File: config.mk
export PLATFORM = sky130hd
export DESIGN_NAME = mac_accumulate
export DESIGN_NICKNAME = d
export VERILOG_FILES = /design/src/mac_pkg.sv /design/src/mac_accumulate.sv /design/src/mac_mul.sv
export SDC_FILE = /design/constraint.sdc
export NUM_CORES = 1
export LEC_CHECK = 0
export BUFFER_PORTS_ARGS = -buffer_cell sky130_fd_sc_hd__buf_2
export CAP_MARGIN = 0
export CORE_ASPECT_RATIO = 1.4
export CORE_MARGIN = 5
export CORE_UTILIZATION = 40
export CTS_BUF_LIST = sky130_fd_sc_hd__clkbuf_2 sky130_fd_sc_hd__clkbuf_4 sky130_fd_sc_hd__clkbuf_8
export CTS_CLUSTER_SIZE = 8
export DETAILED_ROUTE_END_ITERATION = 6
export GPL_TIMING_DRIVEN = 0
export SLEW_MARGIN = 20
export SYNTH_ARGS = -nofsm -noshare
export SYNTH_HDL_FRONTEND = slang
export SYNTH_HIERARCHICAL = 1
export SYNTH_SLANG_ARGS = --single-unit
File: constraint.sdc
create_clock -name sys_clk -period 16.8 [get_ports sys_clk]
set_input_delay 1.68 -clock sys_clk [delete_from_list [all_inputs] [get_ports sys_clk]]
set_output_delay 1.68 -clock sys_clk [all_outputs]
set_load 0.03 [all_outputs]
File: src/mac_pkg.sv
// Shared constants and carriers for the coprocessor accumulate and result-read block.
// Assumes a single core clock and transfers presented as one-cycle strobes.
package mac_pkg;

    localparam int DATA_W = 16;
    localparam int ACC_W  = 32;
    localparam int MODE_W = 5;

    localparam logic [3:0] OP_CLEAR   = 4'h0;
    localparam logic [3:0] OP_LOAD16  = 4'h1;
    localparam logic [3:0] OP_LOAD32  = 4'h2;
    localparam logic [3:0] OP_READ    = 4'h3;
    localparam logic [3:0] OP_MULU    = 4'h4;
    localparam logic [3:0] OP_MULS    = 4'h5;
    localparam logic [3:0] OP_MAC     = 4'h7;
    localparam logic [3:0] OP_DIVU    = 4'h8;
    localparam logic [3:0] OP_DIVS    = 4'h9;

    localparam int OP_LSB    = 0;
    localparam int OP_MSB    = 3;
    localparam int HALF_BIT  = 4;

    localparam logic [MODE_W-1:0] MODE_RESET = 5'h00;
    localparam logic [ACC_W-1:0]  ACC_RESET  = 32'h0000_0000;
    localparam logic [3:0]        FLAGS_NONE = 4'h0;
    localparam logic [3:0]        FLAGS_OVF  = 4'h4;

    typedef struct packed {
        logic [DATA_W-1:0] dst;
        logic [DATA_W-1:0] src;
    } operand_type;

    typedef struct packed {
        logic [DATA_W-1:0] data;
        logic [3:0]        flags;
    } result_type;

endpackage

File: src/mac_accumulate.sv
// Accumulator, preload, signed MAC and result read of the coprocessor.
// Assumes the core issues mode writes and transfers as single-cycle strobes.
`timescale 1ns/1ps
`default_nettype none
//
// Operation
// RULE1 - Writing mode 0 clears the whole accumulator at once, with no transfer.
// RULE2 - Mode 1 preload zeroes the upper half and loads the source into the lower half.
// RULE3 - Mode 2 preload loads destination into the upper half and source into the lower.
// RULE4 - Mode 7 transfers add the signed product of the operands to the accumulator.
// RULE5 - A MAC transfer returns the lower half in mode 07 or the upper half in 17.
// RULE6 - Overflow is flagged as pattern 0100 when like-signed addends give an unlike sum.
// RULE7 - Carry, zero and negative return zero on MAC, and 0000 with no overflow.
// RULE8 - The MAC mode stays set across successive calculation transfers.
// RULE9 - A held overflow flag clears on a clean MAC step or any non-read-mode transfer.
// RULE10 - Read mode returns the selected half, zero flags, and leaves the accumulator.
// RULE11 - The accumulator holds its value until a later operation rewrites it.
// RULE12 - The core initialises the accumulator before starting an accumulation.
// RULE13 - The core writes the mode before the transfers that depend on it.
// RULE14 - Mode bits 3..0 select the operation and bit 4 selects the upper half.
module mac_accumulate
    import mac_pkg::*;
(
    input  wire logic                 sys_clk,
    input  wire logic                 rst,
    input  wire logic                 coproc_mode_write,
    input  wire logic [MODE_W-1:0]    mode_in,
    input  wire logic                 coproc_calc_transfer,
    input  wire logic                 coproc_preload_transfer,
    input  wire operand_type          operands,
    output result_type                result,
    output logic                      result_valid,
    output logic                      overflow_held,
    output logic [ACC_W-1:0]          acc_value,
    output logic [MODE_W-1:0]         mode_value
);

    logic [MODE_W-1:0] mode_q;
    logic [MODE_W-1:0] mode_d;
    logic [ACC_W-1:0]  acc_q;
    logic [ACC_W-1:0]  acc_d;
    result_type        result_q;
    result_type        result_d;
    logic              valid_q;
    logic              ovf_q;
    logic              ovf_d;

    wire logic [3:0] op_sel    = mode_q[OP_MSB:OP_LSB];           // [RULE14]
    wire logic       upper_sel = mode_q[HALF_BIT];                // [RULE14]
    wire logic       is_mac    = (op_sel == OP_MAC);
    wire logic       is_read   = (op_sel == OP_READ);
    wire logic       is_load16 = (op_sel == OP_LOAD16);
    wire logic       is_load32 = (op_sel == OP_LOAD32);
    wire logic       clr_write = coproc_mode_write
                                 && (mode_in[OP_MSB:OP_LSB] == OP_CLEAR);

    wire logic signed [ACC_W-1:0] product;
    mac_mul #(
        .W (DATA_W)
    ) u_mul (
        .a (operands.dst),
        .b (operands.src),
        .p (product)
    );

    // Wraps on overflow; the flag, not saturation, reports it
    wire logic [ACC_W-1:0] mac_sum = acc_q + product;             // [RULE4]
    wire logic p_neg   = product[ACC_W-1];
    wire logic a_neg   = acc_q[ACC_W-1];
    wire logic s_neg   = mac_sum[ACC_W-1];
    wire logic mac_ovf = (!p_neg && !a_neg && s_neg)
                         || (p_neg && a_neg && !s_neg);           // [RULE6]

    wire logic mac_go   = coproc_calc_transfer && is_mac;
    wire logic pre16_go = coproc_preload_transfer && is_load16;
    wire logic pre32_go = coproc_preload_transfer && is_load32;

    wire logic [ACC_W-1:0] pre16_val = {{DATA_W{1'b0}}, operands.src}; // [RULE2]
    wire logic [ACC_W-1:0] pre32_val = {operands.dst, operands.src};   // [RULE3]

    // Mode holds until the next mode write, so MAC steps repeat freely
    assign mode_d = coproc_mode_write ? mode_in : mode_q;         // [RULE8]

    // Other modes (multiply, divide) live elsewhere; here they leave the value
    assign acc_d = clr_write ? ACC_RESET :                        // [RULE1]
                   pre32_go  ? pre32_val :                        // [RULE3]
                   pre16_go  ? pre16_val :                        // [RULE2]
                   mac_go    ? mac_sum   :                        // [RULE4]
                   acc_q;                                         // [RULE11] [RULE10]

    wire logic [ACC_W-1:0] ret_src = mac_go ? mac_sum : acc_q;
    wire logic [DATA_W-1:0] ret_half = upper_sel ? ret_src[ACC_W-1:DATA_W]
                                                 : ret_src[DATA_W-1:0]; // [RULE5] [RULE10]

    wire logic [3:0] ret_flags = (mac_go && mac_ovf) ? FLAGS_OVF
                                                     : FLAGS_NONE; // [RULE7] [RULE10]

    always_comb begin
        result_d = result_q;
        if (coproc_calc_transfer) begin
            result_d.data  = ret_half;
            result_d.flags = ret_flags;
        end
    end

    // Any transfer outside read mode replaces the held overflow state
    wire logic xfer_nonread = (coproc_calc_transfer || coproc_preload_transfer)
                              && !is_read;
    assign ovf_d = xfer_nonread ? (mac_go && mac_ovf) : ovf_q;   // [RULE9] [RULE6]

    always_ff @(posedge sys_clk) begin
        if (rst) begin
            mode_q <= MODE_RESET;
        end else begin
            mode_q <= mode_d;
        end
    end

    always_ff @(posedge sys_clk) begin
        if (rst) begin
            acc_q <= ACC_RESET;
        end else begin
            acc_q <= acc_d;
        end
    end

    always_ff @(posedge sys_clk) begin
        if (rst) begin
            result_q <= '0;
        end else begin
            result_q <= result_d;
        end
    end

    // One-cycle answer strobe for every calculation transfer
    always_ff @(posedge sys_clk) begin
        if (rst) begin
            valid_q <= 1'b0;
        end else begin
            valid_q <= coproc_calc_transfer;
        end
    end

    always_ff @(posedge sys_clk) begin
        if (rst) begin
            ovf_q <= 1'b0;
        end else begin
            ovf_q <= ovf_d;
        end
    end

    assign result        = result_q;
    assign result_valid  = valid_q;
    assign overflow_held = ovf_q;
    assign acc_value     = acc_q;
    assign mode_value    = mode_q;

endmodule // mac_accumulate
`default_nettype wire

File: src/mac_mul.sv
// Registered-free signed 16x16 multiplier feeding the accumulator adder.
// Assumes operands are two's complement.
`timescale 1ns/1ps
`default_nettype none
module mac_mul #(
    parameter int W = 16
) (
    input  wire logic signed [W-1:0]   a,
    input  wire logic signed [W-1:0]   b,
    output logic signed [2*W-1:0]      p
);
    assign p = a * b;
endmodule // mac_mul
`default_nettype wire

# Word-level counts from Yosys, hierarchy flattened
# Cells that the tools add are included.
# totals
register_bits	59
latchBits	0
ram_bits	0
rom_bits	0
output_inout_bits	59
wordCells	35
n_memories	0
# classes
add_sub_neg	1
mul	1
div_mod_pow	0
order_cmp	0
eq_ne	4
shifts	0
mux	5
bitwise_logic	0
reduce_logical	18
# op_table
operator	n
$mux W32	3
$add A32 B32 Y32	1
$mul A16 B16 Y32	1
$mux W16	1
$logic_and A1 B1 Y1	10
$eq A4 B2 Y1 const B	2
$eq A4 B1 Y1 const B	1
$eq A4 B3 Y1 const B	1
$logic_not A1 Y1	4
$logic_not A4 Y1	1
$mux W3	1
$logic_or A1 B1 Y1	2
$reduce_or A2 Y1	1

# Depth between registers and ports, before layout
# Gate-level depths: netlist of run 1.
# depth
ltp_word	7
mapped_depth	32
mapped_depth_nobuf	30

# By module
# The synthesis of run 1 kept the hierarchy.
# modules_own_cells
mod	n_inst	cells_per_inst	area_per_inst_um2	seq_area_each_um2
mac_mul	1	1082	9830.7	0.0
mac_accumulate	1	568	4355.4	1121.1

# Worst setup path after synthesis of run 1
# OpenSTA, ideal clock, no wires.
# synth_path
path_kind	input -> register
startpoint	input operands[7] (netlist name)
endpoint	register ovf_q (netlist: overflow_held)
setup_ns	0.129
t_arrival_ns	8.820
required_ns	16.671
path_slack_ns	7.851
stages	32
path_cell_list	clkbuf_1 nand2_1 fa_1 inv_1 fa_1 inv_1 fa_1 inv_1 fa_1 fa_1 inv_1 fa_1 inv_1 ha_1 a21oi_1 a21boi_1 a211oi_4 nor2b_2 a2111oi_2 a21oi_1 xor2_1 ha_1 clkbuf_1 a21o_1 a21o_1 a221o_1 nand2_1 nand3_1 o31ai_2 xnor2_1 mux2i_1 o31ai_1
# synth_via
elab_chain_len	6
# synth_rtl
element	line_no	text
from (decl)	mac_accumulate.sv:30	input wire operand_type operands,
$mul A16 B16 Y32 (*)	mac_mul.sv:12	assign p = a * b;
via product[22]	mac_accumulate.sv:57	wire logic signed [ACC_W-1:0] product;
$add A32 B32 Y32 (*)	mac_accumulate.sv:67	wire logic [ACC_W-1:0] mac_sum = acc_q + product;
$logic_not A1 Y1	mac_accumulate.sv:72	|| (p_neg && a_neg && !s_neg);
$logic_and A1 B1 Y1	mac_accumulate.sv:72	
$logic_or A1 B1 Y1 (*)	mac_accumulate.sv:72	
$logic_and A1 B1 Y1 (*)	mac_accumulate.sv:109	assign ovf_d = xfer_nonread ? (mac_go && mac_ovf) : ovf_q;
to (signal assigned)	mac_accumulate.sv:148	ovf_q <= ovf_d;
to (decl)	mac_accumulate.sv:45	logic ovf_q;
# Mark *: on every way through the listed nets, which the timed path passes. The rest lies on a longest branch.
# A chain may end at the register's enable or synchronous reset.

# Worst setup path in the final report of run 1
# layout_path
startpoint	input operands[22] (netlist name)
endpoint	register ovf_q (netlist: overflow_held)
# Same word-level chain as after synthesis.

==> flow_results.org, run 1 <==
** Drt
- Final antenna-violating net count :: 0
- DRC errors left :: 0
- DR iter-0 viols :: between 700 and 800
- Vias after detailed routing :: approximately 12,000
- The routed design has about 46 mm of wire.
- After detailed routing, the number of vias per cell comes to 5.40.
- Dividing the detail-routed wire length by the instance count gives 21.0 um.
- Pre-antenna DRT Iters :: 5

** Synth
- Number of enable-type register cells in the synthesized netlist :: 0
- Count leader, synth :: sky130_fd_sc_hd__inv_1
- Synthesis produced approximately 1,700 cells.
- After synthesis, the share of flip-flops with an asynchronous set or reset is 0.
- Summed over all instances, the cell type with the most area after synthesis is sky130_fd_sc_hd__fa_1.
- Summing every instance area after synthesis gives between 10,000 and 15,000 um^2.
- A synthesized cell averages 8.60 um^2.
- Of the synthesized area, sequential elements account for 0.0790.
- Largest cells by area after synthesis :: sky130_fd_sc_hd__fa_1 37%, sky130_fd_sc_hd__ha_1 10%, sky130_fd_sc_hd__inv_1 7.9%
- Among all flip-flop cells after synthesis, the most frequent one is sky130_fd_sc_hd__dfxtp_1.
- Counting flops and latches in the post-synthesis netlist gives 56.
- Synth top area share :: 0.371
- Yosys printed 6 warnings.
- Cell types with the highest counts after synthesis :: 299 x sky130_fd_sc_hd__inv_1, 263 x sky130_fd_sc_hd__fa_1, 189 x sky130_fd_sc_hd__nand2_1, 124 x sky130_fd_sc_hd__and2_1, 115 x sky130_fd_sc_hd__ha_1
- Unique masters post-synth :: 71

** Global route
- Initial antenna violation count :: 3
- Global routing finished with a remaining overflow of 0.
- Number of global-route vias before repair :: approximately 13,000
- Maximum number of pins on one net before global-route repair :: 21
- First-pass GRT wire length :: roughly 72 mm
- Total global routing track utilization :: 0.237

** Setup path
- Slowest stage delay, CP :: approximately 0.7 ns
- For the worst flop-to-flop path, the logic depth is 10.
- Maximum fanout along the worst path :: 10
- Critical path class :: primary input to register
- Internal reg-to-reg setup slack :: 13.60 ns
- The cell that appears most often on the critical path is sky130_fd_sc_hd__fa_1.
- Startpoint class of the critical path :: primary input
- Required time worst endpoint :: between 15 and 20 ns
- Data on the critical path arrives at its endpoint at ~10 ns.
- Worst path slowest cell :: sky130_fd_sc_hd__clkbuf_1
- The worst setup path is captured at a register.

** Clock network
- Clock-pin transition on the worst setup and hold timing paths :: ~0.12 ns
- Gates resized, CTS repair :: 0
- Buffer levels on the longest clock path :: 2
- Hold buffers post-CTS :: 0
- CTS placed an instance of sky130_fd_sc_hd__clkbuf_8 at the clock tree root.
- CTS H-tree lvls :: 2
- The number of setup buffers added after CTS is 0.
- Clock latency at the later pin of the worst-skew pair :: about 0.33 ns
- The tree built by TritonCTS fans out to between 50 and 60 sinks.
- In this run, CTS created clock tree buffers numbering 5.
- TritonCTS built the clock tree.

** Die
- Die footprint :: just under 40,000 um^2
- Site row count :: a little over 80
- From left edge to right edge, the die measures roughly 170 um.
- For this configuration, the core starts out at a cell density of 0.406.
- The die is between 200 and 250 um tall.
- 101 I/O pins were placed.
- After floorplanning, the core was sized to cover roughly 35,000 um^2.

** Timing
- Total count of max-transition violations in the final report :: 0
- Final Critical Period :: between 10 and 15 ns
- Final Hold Violating Endpoints :: 0
- Final setup fails :: 0
- Fmax :: about 100 MHz
- Final sum of negative setup slack :: 0 ns
- Final worst path period share :: 0.610
- Unrepaired setup endpoints after global routing :: no
- Transition time at the pin with the least slew margin :: around 0.89 ns
- Largest clock skew in the final design :: 0.0138 ns
- The worst pin sits at a relative slew slack of 0.409.

** Placement
- Count of input and output buffers :: 94
- At the end of routability-driven placement, the weighted congestion stood at about 1.
- Detailed placement finished with a half-perimeter wire length of 38.6 mm.

** Worst hold path
- The min-delay analysis places its worst path in the category register to register.
- Hold depth :: 2

** Status
- The run finished with clean final reports.

** Layout
- Fraction of layout instances using a drive strength above 1 :: 0.0775
- In the final layout, flip-flops and latches occupy about 1100 um^2.
- The net count of the finished layout is 2,173.
- The layout has 3,524 filler cells.
- The area growth from synthesis to layout is 8.11%.
- Multi-input gate area :: between 10,000 and 15,000 um^2

** Job
- Count of maximum capacitance violations :: 0
layout by cell type, fill, tap and decap left out, types with 4 or more instances in the layout:
cell                       Yosys  routed
sky130_fd_sc_hd__a31o_2        6       6
sky130_fd_sc_hd__xor2_1       19      19
sky130_fd_sc_hd__buf_1         4       4
sky130_fd_sc_hd__buf_2         3      97
sky130_fd_sc_hd__dfxtp_1      56      56
sky130_fd_sc_hd__inv_1       299     299
sky130_fd_sc_hd__a21o_1       24      24
sky130_fd_sc_hd__nand2b_1     11      11
sky130_fd_sc_hd__clkbuf_1     67      67
sky130_fd_sc_hd__a31oi_1       8       8
sky130_fd_sc_hd__o21a_1        4       4
sky130_fd_sc_hd__nor2_1       82      82
sky130_fd_sc_hd__ha_1        115     115
sky130_fd_sc_hd__o21ai_0      36      36
sky130_fd_sc_hd__and2_1      124     124
sky130_fd_sc_hd__xnor2_1      43      43
sky130_fd_sc_hd__mux2i_1      14      14
sky130_fd_sc_hd__nand2_1     189     189
sky130_fd_sc_hd__a22oi_1       7       7
sky130_fd_sc_hd__or3_1         4       4
sky130_fd_sc_hd__o211ai_2      4       4
sky130_fd_sc_hd__nor3_1       17      17
sky130_fd_sc_hd__a21oi_1      95      95
sky130_fd_sc_hd__a222oi_1      5       5
sky130_fd_sc_hd__o22ai_1       5       5
sky130_fd_sc_hd__nand3_1      24      24
sky130_fd_sc_hd__a211oi_2      5       5
sky130_fd_sc_hd__o31ai_1       5       5
sky130_fd_sc_hd__o21ai_1      12      12
sky130_fd_sc_hd__clkbuf_8      0       5
sky130_fd_sc_hd__and3_1        5       5
sky130_fd_sc_hd__o21bai_1     10      10
sky130_fd_sc_hd__fa_1        263     263
sky130_fd_sc_hd__a211oi_1     16      16
sky130_fd_sc_hd__nand4_1      10      10
sky130_fd_sc_hd__a22o_1        5       5
logic make-up (layout without fill, tap and decap cells):
kind of cell,after synthesis,after routing,share of synthesized area
AOI/OAI and AO/OA,281,281,0.135
buffers and inverters,376,478,0.101
adders and majority gates,378,378,0.473
and+or+nand+nor,480,480,0.162
other,1,5,0.000264
DFF,56,56,0.0790
xor gates and xnor gates,62,62,0.0383
muxes,16,16,0.0123
flip-flops by register name (all words and copies together) (netlist names):
register,cells
result_valid,1
result,17
mode_value,5
overflow_held,1
acc_value,32
layout make-up:
class / count / area share
diodes: 2 / 0.000326
plain buffers: 77 / 0.0198
clock buffers: 5 / 0.00449
clock inverters: 3 / 0.00188
inverters: 299 / 0.0732
multi-input cells: 1220 / 0.759
flip-flops and latches: 56 / 0.0731
well taps: 456 / 0.0372
repair buffers: 94 / 0.0307
routing by layer:
layer | vias up | GRT usage | share of wire | routed length, um
met2 | 417 | 0.435 | 0.52 | 24200
met4 | 2 | 0.0843 | 0.043 | 2020
met3 | 110 | 0.0338 | 0.062 | 2900
met1 | 5963 | 0.279 | 0.37 | 17400
li1 | 5448 | - | - | -
met5 | - | 0 | 0.00028 | 13
path summary, 6_finish.rpt:
check	startpoint	to
worst min register to register	result[5]$_SDFFE_PP0P_	result[5]$_SDFFE_PP0P_
worst min-delay path	result[5]$_SDFFE_PP0P_	result[5]$_SDFFE_PP0P_
worst max register to register	acc_value[12]$_SDFF_PP0_	result[15]$_SDFFE_PP0P_
worst max-delay path	operands[22]	overflow_held$_SDFFE_PP0P_
critical path, delay by kind of cell:
| family | cells | cell delay [ns] |
|---|---|---|
| compound gates | 10 | 2.32 |
| xor+xnor | 2 | 0.39 |
| fa+ha+maj | 8 | 3.71 |
| buf+inv | 8 | 1.47 |
| mux | 1 | 0.31 |
| simple gates | 4 | 0.55 |
through the flow:
step / hold slack [ns] / utilization / instance area [um^2] / instances / worst slack [ns]
final: 0.469 / 0.439 / 15300 / 2212 / 6.55
after global routing: 0.496 / 0.439 / 15300 / 2211 / 6.24
after CTS: 0.474 / 0.439 / 15300 / 2210 / 6.55
after detailed placement: 0.457 / 0.436 / 15200 / 2202 / 6.23
after global placement: 0.441 / 0.436 / 15200 / 2202 / 6.26
after floorplan: 0.574 / - / 14200 / 1652 / 7.85
Power of run 1 is left out: the tool's default activity adds up to more than one toggle a clock period on the data nets, which glitch-free logic cannot reach.
==> inputs of run 2 (changes only) <==
==> constraint.sdc (replaced) <==
create_clock -name sys_clk -period 8.8 [get_ports sys_clk]
set_input_delay 0.88 -clock sys_clk [delete_from_list [all_inputs] [get_ports sys_clk]]
set_output_delay 0.88 -clock sys_clk [all_outputs]
set_load 0.03 [all_outputs]
==> flow_results.org, run 2 (synthesis gave the netlist of run 1 again) <==
** Status
- The flow ran to the end, and the final reports show no timing, DRC or antenna violations.

** Clock network
- The CTS clock-pin slew for the worst setup and hold paths is 0.13 ns (about the same).
- The CTS H-tree depth was 2 (unchanged).
- Clock buffers created by TritonCTS :: 5 (unchanged)
- TritonCTS built the clock tree.
- Root buf cell :: sky130_fd_sc_hd__clkbuf_8
- Buffer levels on the longest clock path :: 2 (unchanged)
- Hold buffers post-CTS :: 0 (unchanged)
- TritonCTS Sinks :: 56 (unchanged)
- Clock latency at the later pin of the worst-skew pair :: 0.33 ns (about the same)

** Layout
- The top cell types in the final layout, fill and taps aside, are 299 x sky130_fd_sc_hd__inv_1, 261 x sky130_fd_sc_hd__fa_1, 189 x sky130_fd_sc_hd__nand2_1, 124 x sky130_fd_sc_hd__and2_1, 111 x sky130_fd_sc_hd__ha_1.
- Most common cell after layout, fill and taps aside :: sky130_fd_sc_hd__inv_1
- Compared with the post-synthesis result, the final layout area differs by 9.36%.
- The final instance count without filler cells came to 2,197 (-0.68%).
- The number of nets in the final layout was 2,160 (-0.60%).
- Register area :: 1120 um^2 (unchanged)
- The number of flip-flops in the largest register came to 32 (unchanged).
- The number of fill cells was 3,507 (-0.48%).
- The ratio of cells with drive above 1 in the final layout is 0.0959 (+0.0184).
- The post-layout utilization of the core came to 0.444 (+0.00505).
- The count of inserted antenna diode cells came to 0 (-2).
- Multi-input gate area :: 11,700 um^2 (+0.54%)

** Timing
- In the finished design, the share of the clock period the worst path needs comes to 0.966.
- Final setup fails :: 0 (unchanged)
- The number of max-slew violations in the final report came to 0 (unchanged).
- Final Hold Violating Endpoints :: 0 (unchanged)
- Final Critical Period :: 8.50 ns
- The final hold slack was 0.467 ns (-0.00179 ns).
- Based on the critical path, the design can be clocked at up to approximately 120 MHz.
- The transition at the pin with the smallest max-transition slack was 0.798 ns (-0.0893 ns).
- Largest clock skew in the final design :: 0.0137 ns (-0.000132 ns)
- The final-layout setup total negative slack is 0 ns (unchanged).
- Headroom to the max-slew limit :: 0.464 (+0.0554)

** Global route
- Number of global-route vias before repair :: 12,500 (-0.44%)
- The pin count of the biggest net entering global routing was 21 (unchanged).
- The initial antenna violation count is 1 (-2).
- Total global routing track utilization :: 0.232 (-0.00455)
- GRT Residual Overflow :: 0 (unchanged)
- The wire length of the first global-routing pass came to 71.0 mm (-1.4%).

** Setup path
- The slowest stage of the critical path belongs to the cell sky130_fd_sc_hd__fa_1.
- Cell repeated most along the worst path :: sky130_fd_sc_hd__fa_1
- In this run the critical register-to-register path is launched from acc_value[12]$_SDFF_PP0_.
- Slowest stage delay, CP :: 0.63 ns (-0.08 ns)
- Startpoint class of the critical path :: primary input
- Arrival time at the worst endpoint :: 8.71 ns (-1.75 ns)
- The critical path required time came to 9.02 ns (-7.99 ns).
- Depth of the worst register-to-register path :: 10 (unchanged)
- Critical path class :: primary input to register
- Maximum fanout along the worst path :: 10 (unchanged)
- Critical path origin :: operands[20]
- The worst setup path is captured at a register.

** Drt
- Final antenna-violating net count :: 0 (unchanged)
- The number of optimization iterations in the first detailed-route pass was 5 (unchanged).
- The wire length after detailed routing came to 45.3 mm (-2.5%).
- The detailed-route wire length per cell came to 20.6 um (-1.8%).
- The count of unresolved DRC violations after routing came to 0 (unchanged).
- Drt via density :: 5.40 (about the same)
- The DRC marker count from the first detailed-route iteration is 771 (+0.78%).
- Vias after detailed routing :: 11,900 (-0.72%)

** Placement
- HPWL Detailed :: 38.6 mm (unchanged)
- Count of input and output buffers :: 94 (unchanged)
- Dpl cells :: 2,202 (unchanged)
- Weighted congestion reported at the end of routability-driven placement :: 0.992 (unchanged)

** Job
- Count of maximum capacitance violations :: 0 (unchanged)

** Worst hold path
- Hold crit path type :: register to register
- Hold depth :: 2 (unchanged)
- The worst hold path begins at result[5]$_SDFFE_PP0P_.

** Die
- The count of pins on the block boundary was 101 (unchanged).
- Area of the placeable core :: 35,000 um^2 (unchanged)
- The total die area came to 39,400 um^2 (unchanged).
- Die Height :: 233 um (unchanged)
- DIE WIDTH :: 169 um (unchanged)
- Site row count :: 81 (unchanged)
- Initial Utilization :: 0.406 (unchanged)
[run 2: critical path: cells and delay by family]
family / cells / cell delay, ns
compound gates: 8 / 1.43
buf+inv: 6 / 0.95
simple gates: 6 / 1.04
mux: 1 / 0.29
fa+ha+maj: 8 / 3.70
xor+xnor: 2 / 0.41
[run 2: stage by stage]
step	area, um^2	setup WS [ns]
after floorplan	14200	0.651
after global placement	15200	-0.940
after detailed placement	15200	-0.972
after CTS	15400	0.00662
after global routing	15500	-0.0340
final	15500	0.302
[run 2: worst paths after layout]
check	end	slack, ns
min	result[5]$_SDFFE_PP0P_	0.47
max	overflow_held$_SDFFE_PP0P_	0.30
max reg2reg	result[15]$_SDFFE_PP0P_	5.62
min reg2reg	result[5]$_SDFFE_PP0P_	0.47
[run 2: layout make-up]
class / count / area share
multi-input combinational: 1220 / 0.755
inverter: 299 / 0.0723
sequential: 56 / 0.0723
tap: 456 / 0.0368
timing repair buffer: 98 / 0.0348
buffer: 60 / 0.0228
clock buffer: 5 / 0.00444
clock inverter: 3 / 0.00185
[run 2: repair_timing]
| action | in CTS | in global routing |
|---|---|---|
| resized for setup | 42 | 46 |
| endpoints found under the hold margin | 0 | 0 |
| pin swaps | 2 | 5 |
| setup endpoints to repair | 17 | 8 |
| setup buffers | 1 | 3 |
[run 2: per-layer routing]
layer / share of wire / global-route usage / up-vias
met2: 0.52 / 0.428 / 385
met3: 0.053 / 0.0316 / 117
met1: 0.38 / 0.275 / 5941
li1: - / - / 5409
met4: 0.044 / 0.0800 / 2
met5: 0.00031 / 0 / -
Power of run 2 is left out for the same reason.
